File: src/sms_map.svh
// register map, field positions, reset values and timing counts
`ifndef SMS_MAP_SVH
`define SMS_MAP_SVH
`define SMS_ADDR_TX 8'h9A
`define SMS_ADDR_RX 8'h9B
`define SMS_ADDR_CFG1 8'hE8
`define SMS_ADDR_CFG2 8'hE9
`define SMS_CFG1_RST 8'h10
`define SMS_CFG2_RST 8'h00
`define SMS_RX_RST 8'h00
`define SMS_BIT_IRQ_SEL 5
`define SMS_BIT_AUTO_SS 4
`define SMS_BIT_SS_IN_EN 3
`define SMS_BIT_RX_REPLACE 2
`define SMS_BIT_CONT 7
`define SMS_BIT_PORT_EN 6
`define SMS_BIT_MASTER 4
`define SMS_CFG1_MASK 8'h3F
`define SMS_CFG2_MASK 8'hD0
`define SMS_STALL_NS 400
`define SMS_CLK_NS 50
`define SMS_STALL_CYC ((`SMS_STALL_NS + `SMS_CLK_NS - 1) / `SMS_CLK_NS)
`endif

File: src/sms_pkg.sv
// types shared by the spi port
package sms_pkg;
   typedef struct packed {
      logic sclk;
      logic mosi;
      logic mosi_oe;
      logic miso;
      logic miso_oe;
      logic ss;
      logic ss_oe;
   } sms_pins_t;
   typedef enum logic [3:0] {
      SMS_IDLE = 4'b0001,
      SMS_SHIFT = 4'b0010,
      SMS_DONE = 4'b0100,
      SMS_STALL = 4'b1000
   } sms_state_t;
endpackage

File: src/sms_port.sv
// spi master/slave port with configuration registers and byte fifos
// Notes on behaviour
// RULE_01 - reading the receive holding register pops one byte from the receive fifo and returns it.
// RULE_02 - each complete byte shifted in from the bus is pushed into the receive fifo, unless the fifo is full with overrun replace 0.
// RULE_03 - irq source select 0 raises the interrupt on receive full, 1 on transmit empty.
// RULE_04 - master with auto select 0 holds slave select low continuously.
// RULE_05 - master with auto select 1 drives slave select low for a byte or a continuous burst, then high.
// RULE_06 - slave with select input enable 1 uses the select pin to qualify transfers.
// RULE_07 - overrun replace 0 drops a new byte while the receive fifo is full.
// RULE_08 - overrun replace 1 lets a new byte replace unread holding data.
// RULE_09 - master sclk is core clock divided by 8, 16, 32 or 64 per the rate field.
// RULE_10 - master without continuous transfer stops after each byte, deasserts select if auto select is 1, then stalls.
// RULE_11 - master with continuous transfer sends back to back while transmit data remains.
// RULE_12 - during continuous transfer select stays asserted until holding and shift registers are empty.
// RULE_13 - port enable 0, its reset value, keeps the port disabled with no transfers.
// RULE_14 - port enable 1 lets the port perform transfers.
// RULE_15 - master select 0 makes the port a slave, 1 a master.
// RULE_16 - writing the transmit holding register pushes the byte into the transmit fifo for sending.
// RULE_17 - all configuration is registered on the core clock and resets to its defaults.
`include "sms_map.svh"
module sms_port #(
   parameter int FIFO_DEPTH = 2,
   parameter int STALL_CYCLES = `SMS_STALL_CYC
)(
   input wire logic i_clock,
   input wire logic i_rst_n,
   input wire logic [7:0] i_addr,
   input wire logic i_wr,
   input wire logic i_rd,
   input wire logic [7:0] i_wdata,
   output logic [7:0] o_rdata,
   output logic o_irq,
   input wire logic i_sclk,
   input wire logic i_mosi,
   input wire logic i_miso,
   input wire logic i_ss_n,
   output sms_pkg::sms_pins_t o_pins
);
   if (STALL_CYCLES < 1)
   begin : g_stall_check
      $error("stall count must be at least one");
   end
   logic [7:0] cfg_one;
   logic [7:0] cfg_two;
   logic [2:0] sclk_sync;
   logic [1:0] mosi_sync;
   logic [1:0] miso_sync;
   logic [1:0] ss_sync;
   sms_pkg::sms_state_t state;
   logic [7:0] tx_shift;
   logic [7:0] rx_shift;
   logic [3:0] bit_cnt;
   logic [5:0] div_cnt;
   logic [7:0] stall_cnt;
   logic burst;
   logic [7:0] tx_q;
   logic tx_empty;
   logic tx_full;
   logic tx_pop;
   logic [7:0] rx_q;
   logic rx_empty;
   logic rx_full;
   logic rx_push;
   logic rx_pop;
   logic [7:0] rx_byte;
   logic byte_done;
   logic port_en;
   logic is_master;
   logic slave_sel;
   logic slave_rise;
   logic slave_fall;
   logic [5:0] half_div;

   function automatic logic sms_hit(input logic [7:0] a, input logic [7:0] reg_addr);
      sms_hit = (a == reg_addr);
   endfunction

   assign port_en = cfg_two[`SMS_BIT_PORT_EN];
   assign is_master = cfg_two[`SMS_BIT_MASTER]; // RULE_15
   // RULE_09
   assign half_div = 6'h04 << cfg_one[1:0];

   // configuration registers
   always_ff @(posedge i_clock or negedge i_rst_n)
   begin
      if (!i_rst_n)
      begin
         cfg_one <= `SMS_CFG1_RST; // RULE_17
         cfg_two <= `SMS_CFG2_RST;
      end
      else if (i_wr)
      begin
         if (sms_hit(i_addr, `SMS_ADDR_CFG1))
            cfg_one <= i_wdata & `SMS_CFG1_MASK;
         else if (sms_hit(i_addr, `SMS_ADDR_CFG2))
            cfg_two <= i_wdata & `SMS_CFG2_MASK;
      end
   end

   // read data
   assign rx_pop = i_rd && sms_hit(i_addr, `SMS_ADDR_RX); // RULE_01
   always_ff @(posedge i_clock or negedge i_rst_n)
   begin
      if (!i_rst_n)
         o_rdata <= `SMS_RX_RST;
      else if (i_rd)
      begin
         if (sms_hit(i_addr, `SMS_ADDR_RX))
            o_rdata <= rx_empty ? `SMS_RX_RST : rx_q; // RULE_01
         else if (sms_hit(i_addr, `SMS_ADDR_CFG1))
            o_rdata <= cfg_one;
         else if (sms_hit(i_addr, `SMS_ADDR_CFG2))
            o_rdata <= cfg_two;
         else
            o_rdata <= 8'h00;
      end
   end

   // pin synchronisers
   always_ff @(posedge i_clock or negedge i_rst_n)
   begin
      if (!i_rst_n)
      begin
         sclk_sync <= 3'h0;
         mosi_sync <= 2'h0;
         miso_sync <= 2'h0;
         ss_sync <= 2'h3;
      end
      else
      begin
         sclk_sync <= {sclk_sync[1:0], i_sclk};
         mosi_sync <= {mosi_sync[0], i_mosi};
         miso_sync <= {miso_sync[0], i_miso};
         ss_sync <= {ss_sync[0], i_ss_n};
      end
   end

   // RULE_06
   assign slave_sel = !cfg_one[`SMS_BIT_SS_IN_EN] || !ss_sync[1];
   assign slave_rise = sclk_sync[1] && !sclk_sync[2];
   assign slave_fall = !sclk_sync[1] && sclk_sync[2];

   // transmit fifo
   sms_fifo #(
      .DEPTH(FIFO_DEPTH)
   ) u_tx_fifo (
      .i_clock(i_clock),
      .i_rst_n(i_rst_n),
      .i_push(i_wr && sms_hit(i_addr, `SMS_ADDR_TX)), // RULE_16
      .i_data(i_wdata),
      .i_pop(tx_pop),
      .o_data(tx_q),
      .o_empty(tx_empty),
      .o_full(tx_full)
   );

   // receive fifo
   // RULE_07 RULE_08
   assign rx_push = byte_done && (!rx_full || cfg_one[`SMS_BIT_RX_REPLACE]);
   sms_fifo #(
      .DEPTH(FIFO_DEPTH)
   ) u_rx_fifo (
      .i_clock(i_clock),
      .i_rst_n(i_rst_n),
      .i_push(rx_push), // RULE_02
      .i_data(rx_byte),
      .i_pop(rx_pop || (byte_done && rx_full && cfg_one[`SMS_BIT_RX_REPLACE])),
      .o_data(rx_q),
      .o_empty(rx_empty),
      .o_full(rx_full)
   );

   // transfer engine
   always_ff @(posedge i_clock or negedge i_rst_n)
   begin
      if (!i_rst_n)
      begin
         state <= sms_pkg::SMS_IDLE;
         tx_shift <= 8'h00;
         rx_shift <= 8'h00;
         rx_byte <= 8'h00;
         bit_cnt <= 4'h0;
         div_cnt <= 6'h00;
         stall_cnt <= 8'h00;
         burst <= 1'b0;
         byte_done <= 1'b0;
         tx_pop <= 1'b0;
         o_pins <= '0;
         o_pins.ss <= 1'b1;
      end
      else
      begin
         byte_done <= 1'b0;
         tx_pop <= 1'b0;
         if (!port_en)
         begin
            state <= sms_pkg::SMS_IDLE; // RULE_13
            burst <= 1'b0;
            o_pins <= '0;
            o_pins.ss <= 1'b1;
         end
         else if (is_master)
         begin
            o_pins.mosi_oe <= 1'b1; // RULE_14
            o_pins.ss_oe <= 1'b1;
            o_pins.miso_oe <= 1'b0;
            if (!cfg_one[`SMS_BIT_AUTO_SS])
               o_pins.ss <= 1'b0; // RULE_04
            case (state)
               sms_pkg::SMS_IDLE:
               begin
                  o_pins.sclk <= 1'b0;
                  if (!tx_pop && !tx_empty)
                  begin
                     tx_shift <= tx_q;
                     tx_pop <= 1'b1;
                     o_pins.mosi <= tx_q[7];
                     bit_cnt <= 4'h0;
                     div_cnt <= 6'h00;
                     burst <= cfg_two[`SMS_BIT_CONT];
                     if (cfg_one[`SMS_BIT_AUTO_SS])
                        o_pins.ss <= 1'b0; // RULE_05
                     state <= sms_pkg::SMS_SHIFT;
                  end
                  else if (cfg_one[`SMS_BIT_AUTO_SS])
                     o_pins.ss <= 1'b1;
               end
               sms_pkg::SMS_SHIFT:
               begin
                  if (div_cnt == half_div - 6'h01)
                  begin
                     div_cnt <= 6'h00;
                     o_pins.sclk <= !o_pins.sclk;
                     if (!o_pins.sclk)
                        rx_shift <= {rx_shift[6:0], miso_sync[1]};
                     else
                     begin
                        tx_shift <= {tx_shift[6:0], 1'b0};
                        o_pins.mosi <= tx_shift[6];
                        bit_cnt <= bit_cnt + 4'h1;
                        if (bit_cnt == 4'h7)
                           state <= sms_pkg::SMS_DONE;
                     end
                  end
                  else
                     div_cnt <= div_cnt + 6'h01;
               end
               sms_pkg::SMS_DONE:
               begin
                  rx_byte <= rx_shift;
                  byte_done <= 1'b1;
                  // RULE_11 RULE_12
                  if (burst && cfg_two[`SMS_BIT_CONT] && !tx_empty)
                  begin
                     tx_shift <= tx_q;
                     tx_pop <= 1'b1;
                     o_pins.mosi <= tx_q[7];
                     bit_cnt <= 4'h0;
                     div_cnt <= 6'h00;
                     state <= sms_pkg::SMS_SHIFT;
                  end
                  else
                  begin
                     if (cfg_one[`SMS_BIT_AUTO_SS])
                        o_pins.ss <= 1'b1; // RULE_10
                     burst <= 1'b0;
                     bit_cnt <= 4'h0;
                     stall_cnt <= 8'h00;
                     state <= sms_pkg::SMS_STALL;
                  end
               end
               sms_pkg::SMS_STALL:
               begin
                  stall_cnt <= stall_cnt + 8'h01; // RULE_10
                  if (stall_cnt == 8'(STALL_CYCLES - 1))
                     state <= sms_pkg::SMS_IDLE;
               end
               default:
                  state <= sms_pkg::SMS_IDLE;
            endcase
         end
         else
         begin
            // slave: sample on rising, shift out on falling
            o_pins.mosi_oe <= 1'b0;
            o_pins.ss_oe <= 1'b0;
            o_pins.sclk <= 1'b0;
            o_pins.ss <= 1'b1;
            o_pins.miso_oe <= slave_sel;
            state <= sms_pkg::SMS_IDLE;
            if (!slave_sel)
               bit_cnt <= 4'h0;
            else if (slave_rise)
            begin
               rx_shift <= {rx_shift[6:0], mosi_sync[1]};
               if (bit_cnt == 4'h0 && !tx_pop)
               begin
                  // bit 7 is already on the pin, keep the rest
                  tx_shift <= tx_empty ? 8'h00 : {tx_q[6:0], 1'b0};
                  tx_pop <= !tx_empty;
               end
               bit_cnt <= bit_cnt + 4'h1;
               if (bit_cnt == 4'h7)
               begin
                  rx_byte <= {rx_shift[6:0], mosi_sync[1]};
                  byte_done <= 1'b1;
                  bit_cnt <= 4'h0;
               end
            end
            else if (slave_fall && bit_cnt != 4'h0)
            begin
               o_pins.miso <= tx_shift[7];
               tx_shift <= {tx_shift[6:0], 1'b0};
            end
            else if (bit_cnt == 4'h0)
               o_pins.miso <= !tx_empty && tx_q[7]; // RULE_16
         end
      end
   end

   // interrupt source
   always_ff @(posedge i_clock or negedge i_rst_n)
   begin
      if (!i_rst_n)
         o_irq <= 1'b0;
      else if (cfg_one[`SMS_BIT_IRQ_SEL])
         o_irq <= port_en && tx_empty && !tx_full; // RULE_03
      else
         o_irq <= port_en && rx_full; // RULE_03
   end
endmodule

File: src/sms_fifo.sv
// byte fifo built from flip-flops
module sms_fifo #(
   parameter int DEPTH = 2
)(
   input wire logic i_clock,
   input wire logic i_rst_n,
   input wire logic i_push,
   input wire logic [7:0] i_data,
   input wire logic i_pop,
   output logic [7:0] o_data,
   output logic o_empty,
   output logic o_full
);
   localparam int AW = $clog2(DEPTH);
   if (DEPTH != 2 && DEPTH != 4 && DEPTH != 8)
   begin : g_depth_check
      $error("fifo depth must be 2, 4 or 8");
   end
   logic [7:0] mem [DEPTH];
   logic [AW:0] wr_ptr;
   logic [AW:0] rd_ptr;
   logic do_push;
   logic do_pop;
   assign do_pop = i_pop && !o_empty;
   assign do_push = i_push && (!o_full || do_pop);
   assign o_data = mem[rd_ptr[AW-1:0]];
   assign o_empty = (wr_ptr == rd_ptr);
   assign o_full = (wr_ptr[AW-1:0] == rd_ptr[AW-1:0]) && (wr_ptr[AW] != rd_ptr[AW]);
   always_ff @(posedge i_clock or negedge i_rst_n)
   begin
      if (!i_rst_n)
      begin
         wr_ptr <= '0;
         rd_ptr <= '0;
      end
      else
      begin
         if (do_push)
            wr_ptr <= wr_ptr + 1'b1;
         if (do_pop)
            rd_ptr <= rd_ptr + 1'b1;
      end
   end
   always_ff @(posedge i_clock)
   begin
      if (do_push)
         mem[wr_ptr[AW-1:0]] <= i_data;
   end
endmodule

File: config.mk
export PLATFORM = sky130hd
export DESIGN_NAME = sms_port
export DESIGN_NICKNAME = d
export VERILOG_FILES = /design/src/sms_pkg.sv /design/src/sms_port.sv /design/src/sms_fifo.sv
export VERILOG_INCLUDE_DIRS = /design/src
export SDC_FILE = /design/constraint.sdc
export NUM_CORES = 1
export LEC_CHECK = 0
export BUFFER_PORTS_ARGS = -buffer_cell sky130_fd_sc_hd__buf_2
export CAP_MARGIN = 25
export CORE_MARGIN = 8
export CORE_UTILIZATION = 40
export CTS_BUF_LIST = sky130_fd_sc_hd__clkbuf_4
export DETAILED_ROUTE_END_ITERATION = 7
export PLACE_DENSITY = 0.71
export SYNTH_ARGS = -nofsm -noshare
export SYNTH_HDL_FRONTEND = slang
export SYNTH_HIERARCHICAL = 1
export SYNTH_SLANG_ARGS = --single-unit
File: constraint.sdc
create_clock -name i_clock -period 2.5 [get_ports i_clock]
set_input_delay 0.125 -clock i_clock [delete_from_list [all_inputs] [get_ports i_clock]]
set_output_delay 0.125 -clock i_clock [all_outputs]
set_load 0.01 [all_outputs]
Yosys cells after proc, flatten, opt, wreduce, memory -nomap -nowiden
Memory sizes are Yosys's and may differ from the RTL's. Index checks and enable logic that the tools add are counted. Widths: inputs -> output; s select.

Bits in registers: 91. Memory bits (writable): 32. Input bits: 24. Output and inout port bits: 16. Memories: 2.

$add $sub $neg: 8. Eq/ne operators: 49. Shift operators: 1. Muxes and demuxes: 95. Bitwise logic cells: 1. Reductions and logical operators: 58.

Memories: u_rx_fifo.mem (words 2, width 8, read ports 1, clocked after memory_dff 0, wr ports 1, RTL line sms_fifo.sv:19) `logic [7:0] mem [DEPTH];`; u_tx_fifo.mem (words 2, width 8, read ports 1, clocked after memory_dff 0, wr ports 1, RTL line sms_fifo.sv:19).

Operator list (count): $mux 8 (26); $mux 4 (15); $mux 1 (38); $eq 8x8->1 const B (4); $ne 3x3->1 const B (9); $pmux 8 s3 (1); $logic_and 1x1->1 (22); $ne 4x4->1 const B (5); $mux 6 (3); $pmux 6 s3 (1); $reduce_and 6->1 (3); $pmux 4 s4 (1); $pmux 8 s2 (1); $reduce_and 5->1 (3); $ne 2x2->1 const B (7); $pmux 4 s3 (1); $reduce_and 4->1 (3); $logic_not 1->1 (10); $reduce_and 9->1 (1); $add 2x1->2 const B (4); $add 8x1->8 const B (1); $eq 4x3->1 const B (2); $eq 8x3->1 const B (1); $ne 2x1->1 const B (4); 28 further kinds (46).

Longest topological paths before layout
Word-level depth: 10. Depth in mapped cells: 10. Gate-level depth less buffers: 7.

By module
Netlist, hierarchy kept.

Modules (own cells, without submodules): sms_port (instances 1, cells an instance 421, area an instance 4254.1 um2, sequential area each 2058.2 um2); sms_fifo (instances 2, cells an instance 53, area an instance 819.5 um2, sequential area each 580.6 um2).

Worst setup path before layout
OpenSTA, ideal clock, no wires.

Path type: register to register. From: register u_tx_fifo.rd_ptr[0]. To: register tx_shift[6]. Setup time: 0.125 ns. Arrival time: 2.293 ns. Required time: 2.375 ns. Setup slack: 0.082 ns. Stages on the path, launching flop included: 10. Path buffers: 2. Path through: dfrtp_1 > buf_2 > xor2_1 > nor2_1 > and3b_1 > clkbuf_1 > o22ai_2 > nor4_1 > o21ai_4 > mux2_4.

Cells in the longest elaborated chain, start to end: 6. Elaborated cells on any way between the ends: 16. Classes of those cells: eq/ne (3); mux (8); reduce/logical (4); memory (1).

Ends and longest elaborated chain: start, declared (RTL line sms_fifo.sv:21) `logic [AW:0] rd_ptr;`; start signal, assigned (RTL line sms_fifo.sv:41) `rd_ptr <= rd_ptr + 1'b1;`; $eq 2x2->1 (*) (RTL line sms_fifo.sv:27) `assign o_empty = (wr_ptr == rd_ptr);`; named net tx_empty (RTL line sms_port.sv:57) `logic tx_empty;`; $mux 8 (RTL line sms_port.sv:299) `tx_shift <= tx_empty ? 8'h00 : {tx_q[6:0], 1'b0};`; $mux 8 (RTL line sms_port.sv:296) `if (bit_cnt == 4'h0 && !tx_pop)`; $mux 8 (RTL line sms_port.sv:293) `else if (slave_rise)`; $mux 8 (RTL line sms_port.sv:291) `if (!slave_sel)`; $mux 8 (RTL line sms_port.sv:202) `else if (is_master)`; end signal, assigned (RTL line sms_port.sv:215) `tx_shift <= tx_q;`; end signal, assigned (RTL line sms_port.sv:299); end signal, assigned (RTL line sms_port.sv:313) `tx_shift <= {tx_shift[6:0], 1'b0};`; end, declared (RTL line sms_port.sv:50) `logic [7:0] tx_shift;`.

Mark *: on every way through the listed nets, which the timed path passes. The rest lies on a longest branch. The select of a mux whose other input is x is not followed. A chain may end at the register's enable or synchronous reset.

Worst setup path in the final report
From: register state[0]. To: register tx_shift[0].

Cells in the longest elaborated chain, start to end: 3. Elaborated cells on any way between the ends: 11. Classes of those cells: eq/ne (8); mux (2); reduce/logical (1).

Ends and longest elaborated chain: start, declared (RTL line sms_port.sv:49) `sms_pkg::sms_state_t state;`; start signal, assigned (RTL line sms_port.sv:178) `state <= sms_pkg::SMS_IDLE;`; start signal, assigned (RTL line sms_port.sv:197) `state <= sms_pkg::SMS_IDLE;`; start signal, assigned (RTL line sms_port.sv:223) `state <= sms_pkg::SMS_SHIFT;`; $eq 4x2->1, or another cell as far along (RTL line sms_port.sv:209) `case (state)`; $ne 4x1->1 (no line), or another cell as far along; $reduce_and 9->1 (no line) or $mux 8 (tied branches); end signal, assigned (RTL line sms_port.sv:215); end signal, assigned (RTL line sms_port.sv:238) `tx_shift <= {tx_shift[6:0], 1'b0};`; end signal, assigned (RTL line sms_port.sv:255) `tx_shift <= tx_q;`.

Several ways; a longest one is shown, not always the timed one.

==> results.md <==
* DR pass1 iterations at 5
* FMAX at 418 MHz
* XOR/XNOR share of the synthesized area at 0.0134
* Fill cells at 1322
* Post-layout nets at 625
* Pre-CTS setup slack at 100 ps
* CTS root buffer: clkbuf_4
* Fin. Hold Viols at 0
* Synth top cells by count: dfrtp_1 (85), nand2_1 (59), nor2_1 (43)
* Crit Path Max Fanout at 8
* Seq/Total Area, Yosys at 0.546
* Largest family of logic cells by synthesized area: simple AND/OR/NAND/NOR gates
* Post-synth EDFFs at 32
* Layout area overhead at 16.7%
* Most numerous cell in the Yosys netlist: dfrtp_1
* Most common flop cell mapped by yosys: dfrtp_1
* Synth area leaders: dfrtp_1 (36%), edfxtp_1 (16%), mux2_2 (6.7%)
* Worst R2R Setup Slack at 110 ps
* HP Class: primary input to async pin
* Area of the core at 0.0145 mm^2
* IO buf count at 39
* Peak VDD IR at 0.000350 V
* First-pass GRT wire length at 22200 um
* Req. time, crit path at 2910 ps
* Syn nets at 555
* Vias in the first global route at 4466
* Final Util at 0.475
* Clk_lat worst skew at 540 ps
* Drt total wl at 13400 um
* Synth Area in Simple Gates at 0.163
* CTS tree: yes
* Dpl cells at 746
* GP Congestion at 0.878
* Max Clock Skew at 23.1 ps
* Mapped Cells at 527
* Setup tns final at 0 ps
* Final max-slew violation count at 0
* Final ANT Viol Nets at 0
* Register area at 0.00322 mm^2
* Vias at 4464
* CP Class: register to register
* Pwr Density at 587 mW/mm^2
* DR vias/cell at 5.62
* Tot Pwr at 4.04 mW
* R2R cell count at 5
* Final worst-path cycle share at 0.957
* Post-synth top area cell: dfrtp_1
* Wire length per cell at 16.9 um
* Clock sink count at 122
* Synth Register Bits at 122
* # Max-Cap Violations at 0
* Chip width at 137 um
* Area of the multi-input gates at 0.00252 mm^2
* Gr usage total at 0.150
* CP Capture Type: register
* # rows at 44
* Post-synth design cell area at 0.00589 mm^2
* Clock transition at path regs at 120 ps
* Initial Util at 0.407
* Reg2reg start: state[0]$_DFFE_PN1P_
* Share of layout cells above drive strength 1 at 0.250
* Post-synthesis compound-gate area fraction at 0.127
* H-tree depth reported by CTS at 4
* Die area at 0.0189 mm^2
* Outcome: finished clean
* Tmin final at 2390 ps
* Adder-cell share of the synthesized area at 0.00849
* Post-synth top area share at 0.361
* Die height at 137 um
* Slew HR at 0.591
* Setup violation total in the final timing report at 0
* Reg2reg end: tx_shift[0]$_DFFE_PN0P_
* P_leak at 2.86 nW
* Residual DRC at 0
* Initial antenna violation count at 1
* Worst Max-Slew Pin Slew at 607 ps
* Startpoint types: register
* Critical Path AT at 2800 ps
* Count of different cell masters after synthesis at 66
* Post-DP HPWL at 9560 um
* Num CTS Buffers at 17
* Syn_area_per_cell at 11.2 um^2
* I/O Pins at 40
* YS warnings at 6
* RSZ-0062 raised after global routing: no
* Final worst slack at 108 ps
* Async S/R FF share, synth at 0.738
* Pin count of the biggest net entering global routing at 79
* Mux cell area share after synthesis at 0.113
* Clock Path Buffers at 2
* Grt ovf at 0
* Cell Count, Final, Fillers Out at 794
* Initial DRC Count at 243
-- per-stage QoR --
stage	hold WS, ps	instance area (um^2)
3_3_place_gp	234	6360
2_1_floorplan	-171	5890
4_1_cts	12.7	6820
5_1_grt	19.6	6880
3_5_place_dp	235	6360
6_report	18.4	6880
-- cells in the final DEF, fill, tap and decap left out, types with 13 or more instances in the layout --
cell           instances
a21oi_1               15
buf_2                 38
buf_4                 23
clkbuf_4              19
dfrtp_1               85
dlygate4sd3_1         14
edfxtp_1              32
inv_1                 13
mux2_2                35
nand2_1               59
nor2_1                42
nor3b_1               14
o21ai_0               31
-- what timing repair did --
action | CTS | global route
hold buffers | 14 | 0
setup buffers | 0 | 0
setup endpoints to repair | 0 | 11
endpoints found under the hold margin | 108 | 0
gates resized for setup | 0 | 4
-- state kept, by name (all words and copies together) (netlist names), 3 cells and up --
name,cells
u_rx_fifo/mem,16
rx_shift,8
tx_shift,8
cfg_two,3
state,4
o_pins,6
cfg_one,6
sclk_sync,3
rx_byte,8
u_tx_fifo/mem,16
div_cnt,6
o_rdata,8
stall_cnt,8
bit_cnt,4
-- final cells by class --
cell class | count | area share
clock buffer | 19 | 0.0207
sequential | 122 | 0.468
multi-input combinational | 366 | 0.367
tap | 184 | 0.0335
timing repair buffer | 76 | 0.0772
antenna | 1 | 0.000364
clock inverter | 12 | 0.0251
inverter | 14 | 0.00764
-- critical path, cell delays in order, from the launching register on --
cell	delay [ps]
dfstp_2	540
or4b_1	560
o22ai_2	300
o32ai_2	150
o21ai_4	380
mux2_4	340
-- cells by family after synthesis --
kind of cell / after synthesis
AOI/OAI and AO/OA: 112
xor gates and xnor gates: 9
adders and majority gates: 4
buffers and inverters: 39
DFF: 122
muxes: 58
and+or+nand+nor: 183
-- where the power goes --
group / switching (mW) / internal, mW
clock: 0.750 / 0.808
combinational: 0.195 / 0.159
sequential: 0.0422 / 2.08
total: 0.987 / 3.05
-- worst max-delay path by stage --
| stage | from | endpoint | slack (ps) |
|---|---|---|---|
| after global routing | bit_cnt[0]$_DFFE_PN0P_ | tx_shift[2]$_DFFE_PN0P_ | 3 |
| after floorplan | u_tx_fifo/rd_ptr[0]$_DFFE_PN0P_ | tx_shift[6]$_DFFE_PN0P_ | 80 |
| after global placement | u_tx_fifo/wr_ptr[1]$_DFFE_PN0P_ | tx_shift[0]$_DFFE_PN0P_ | 220 |
| after CTS | u_tx_fifo/wr_ptr[1]$_DFFE_PN0P_ | tx_shift[0]$_DFFE_PN0P_ | 80 |
| final | state[0]$_DFFE_PN1P_ | tx_shift[0]$_DFFE_PN0P_ | 110 |
| after detailed placement | u_tx_fifo/wr_ptr[1]$_DFFE_PN0P_ | tx_shift[3]$_DFFE_PN0P_ | 100 |
-- metal layers --
layer,global-route usage,vias to the layer above,share of wire
met3,0.0368,33,0.053
met2,0.249,147,0.51
met5,0,-,0
met1,0.180,2210,0.41
met4,0.0712,0,0.028
li1,-,2074,-
(Power assumes the default switching activity.)
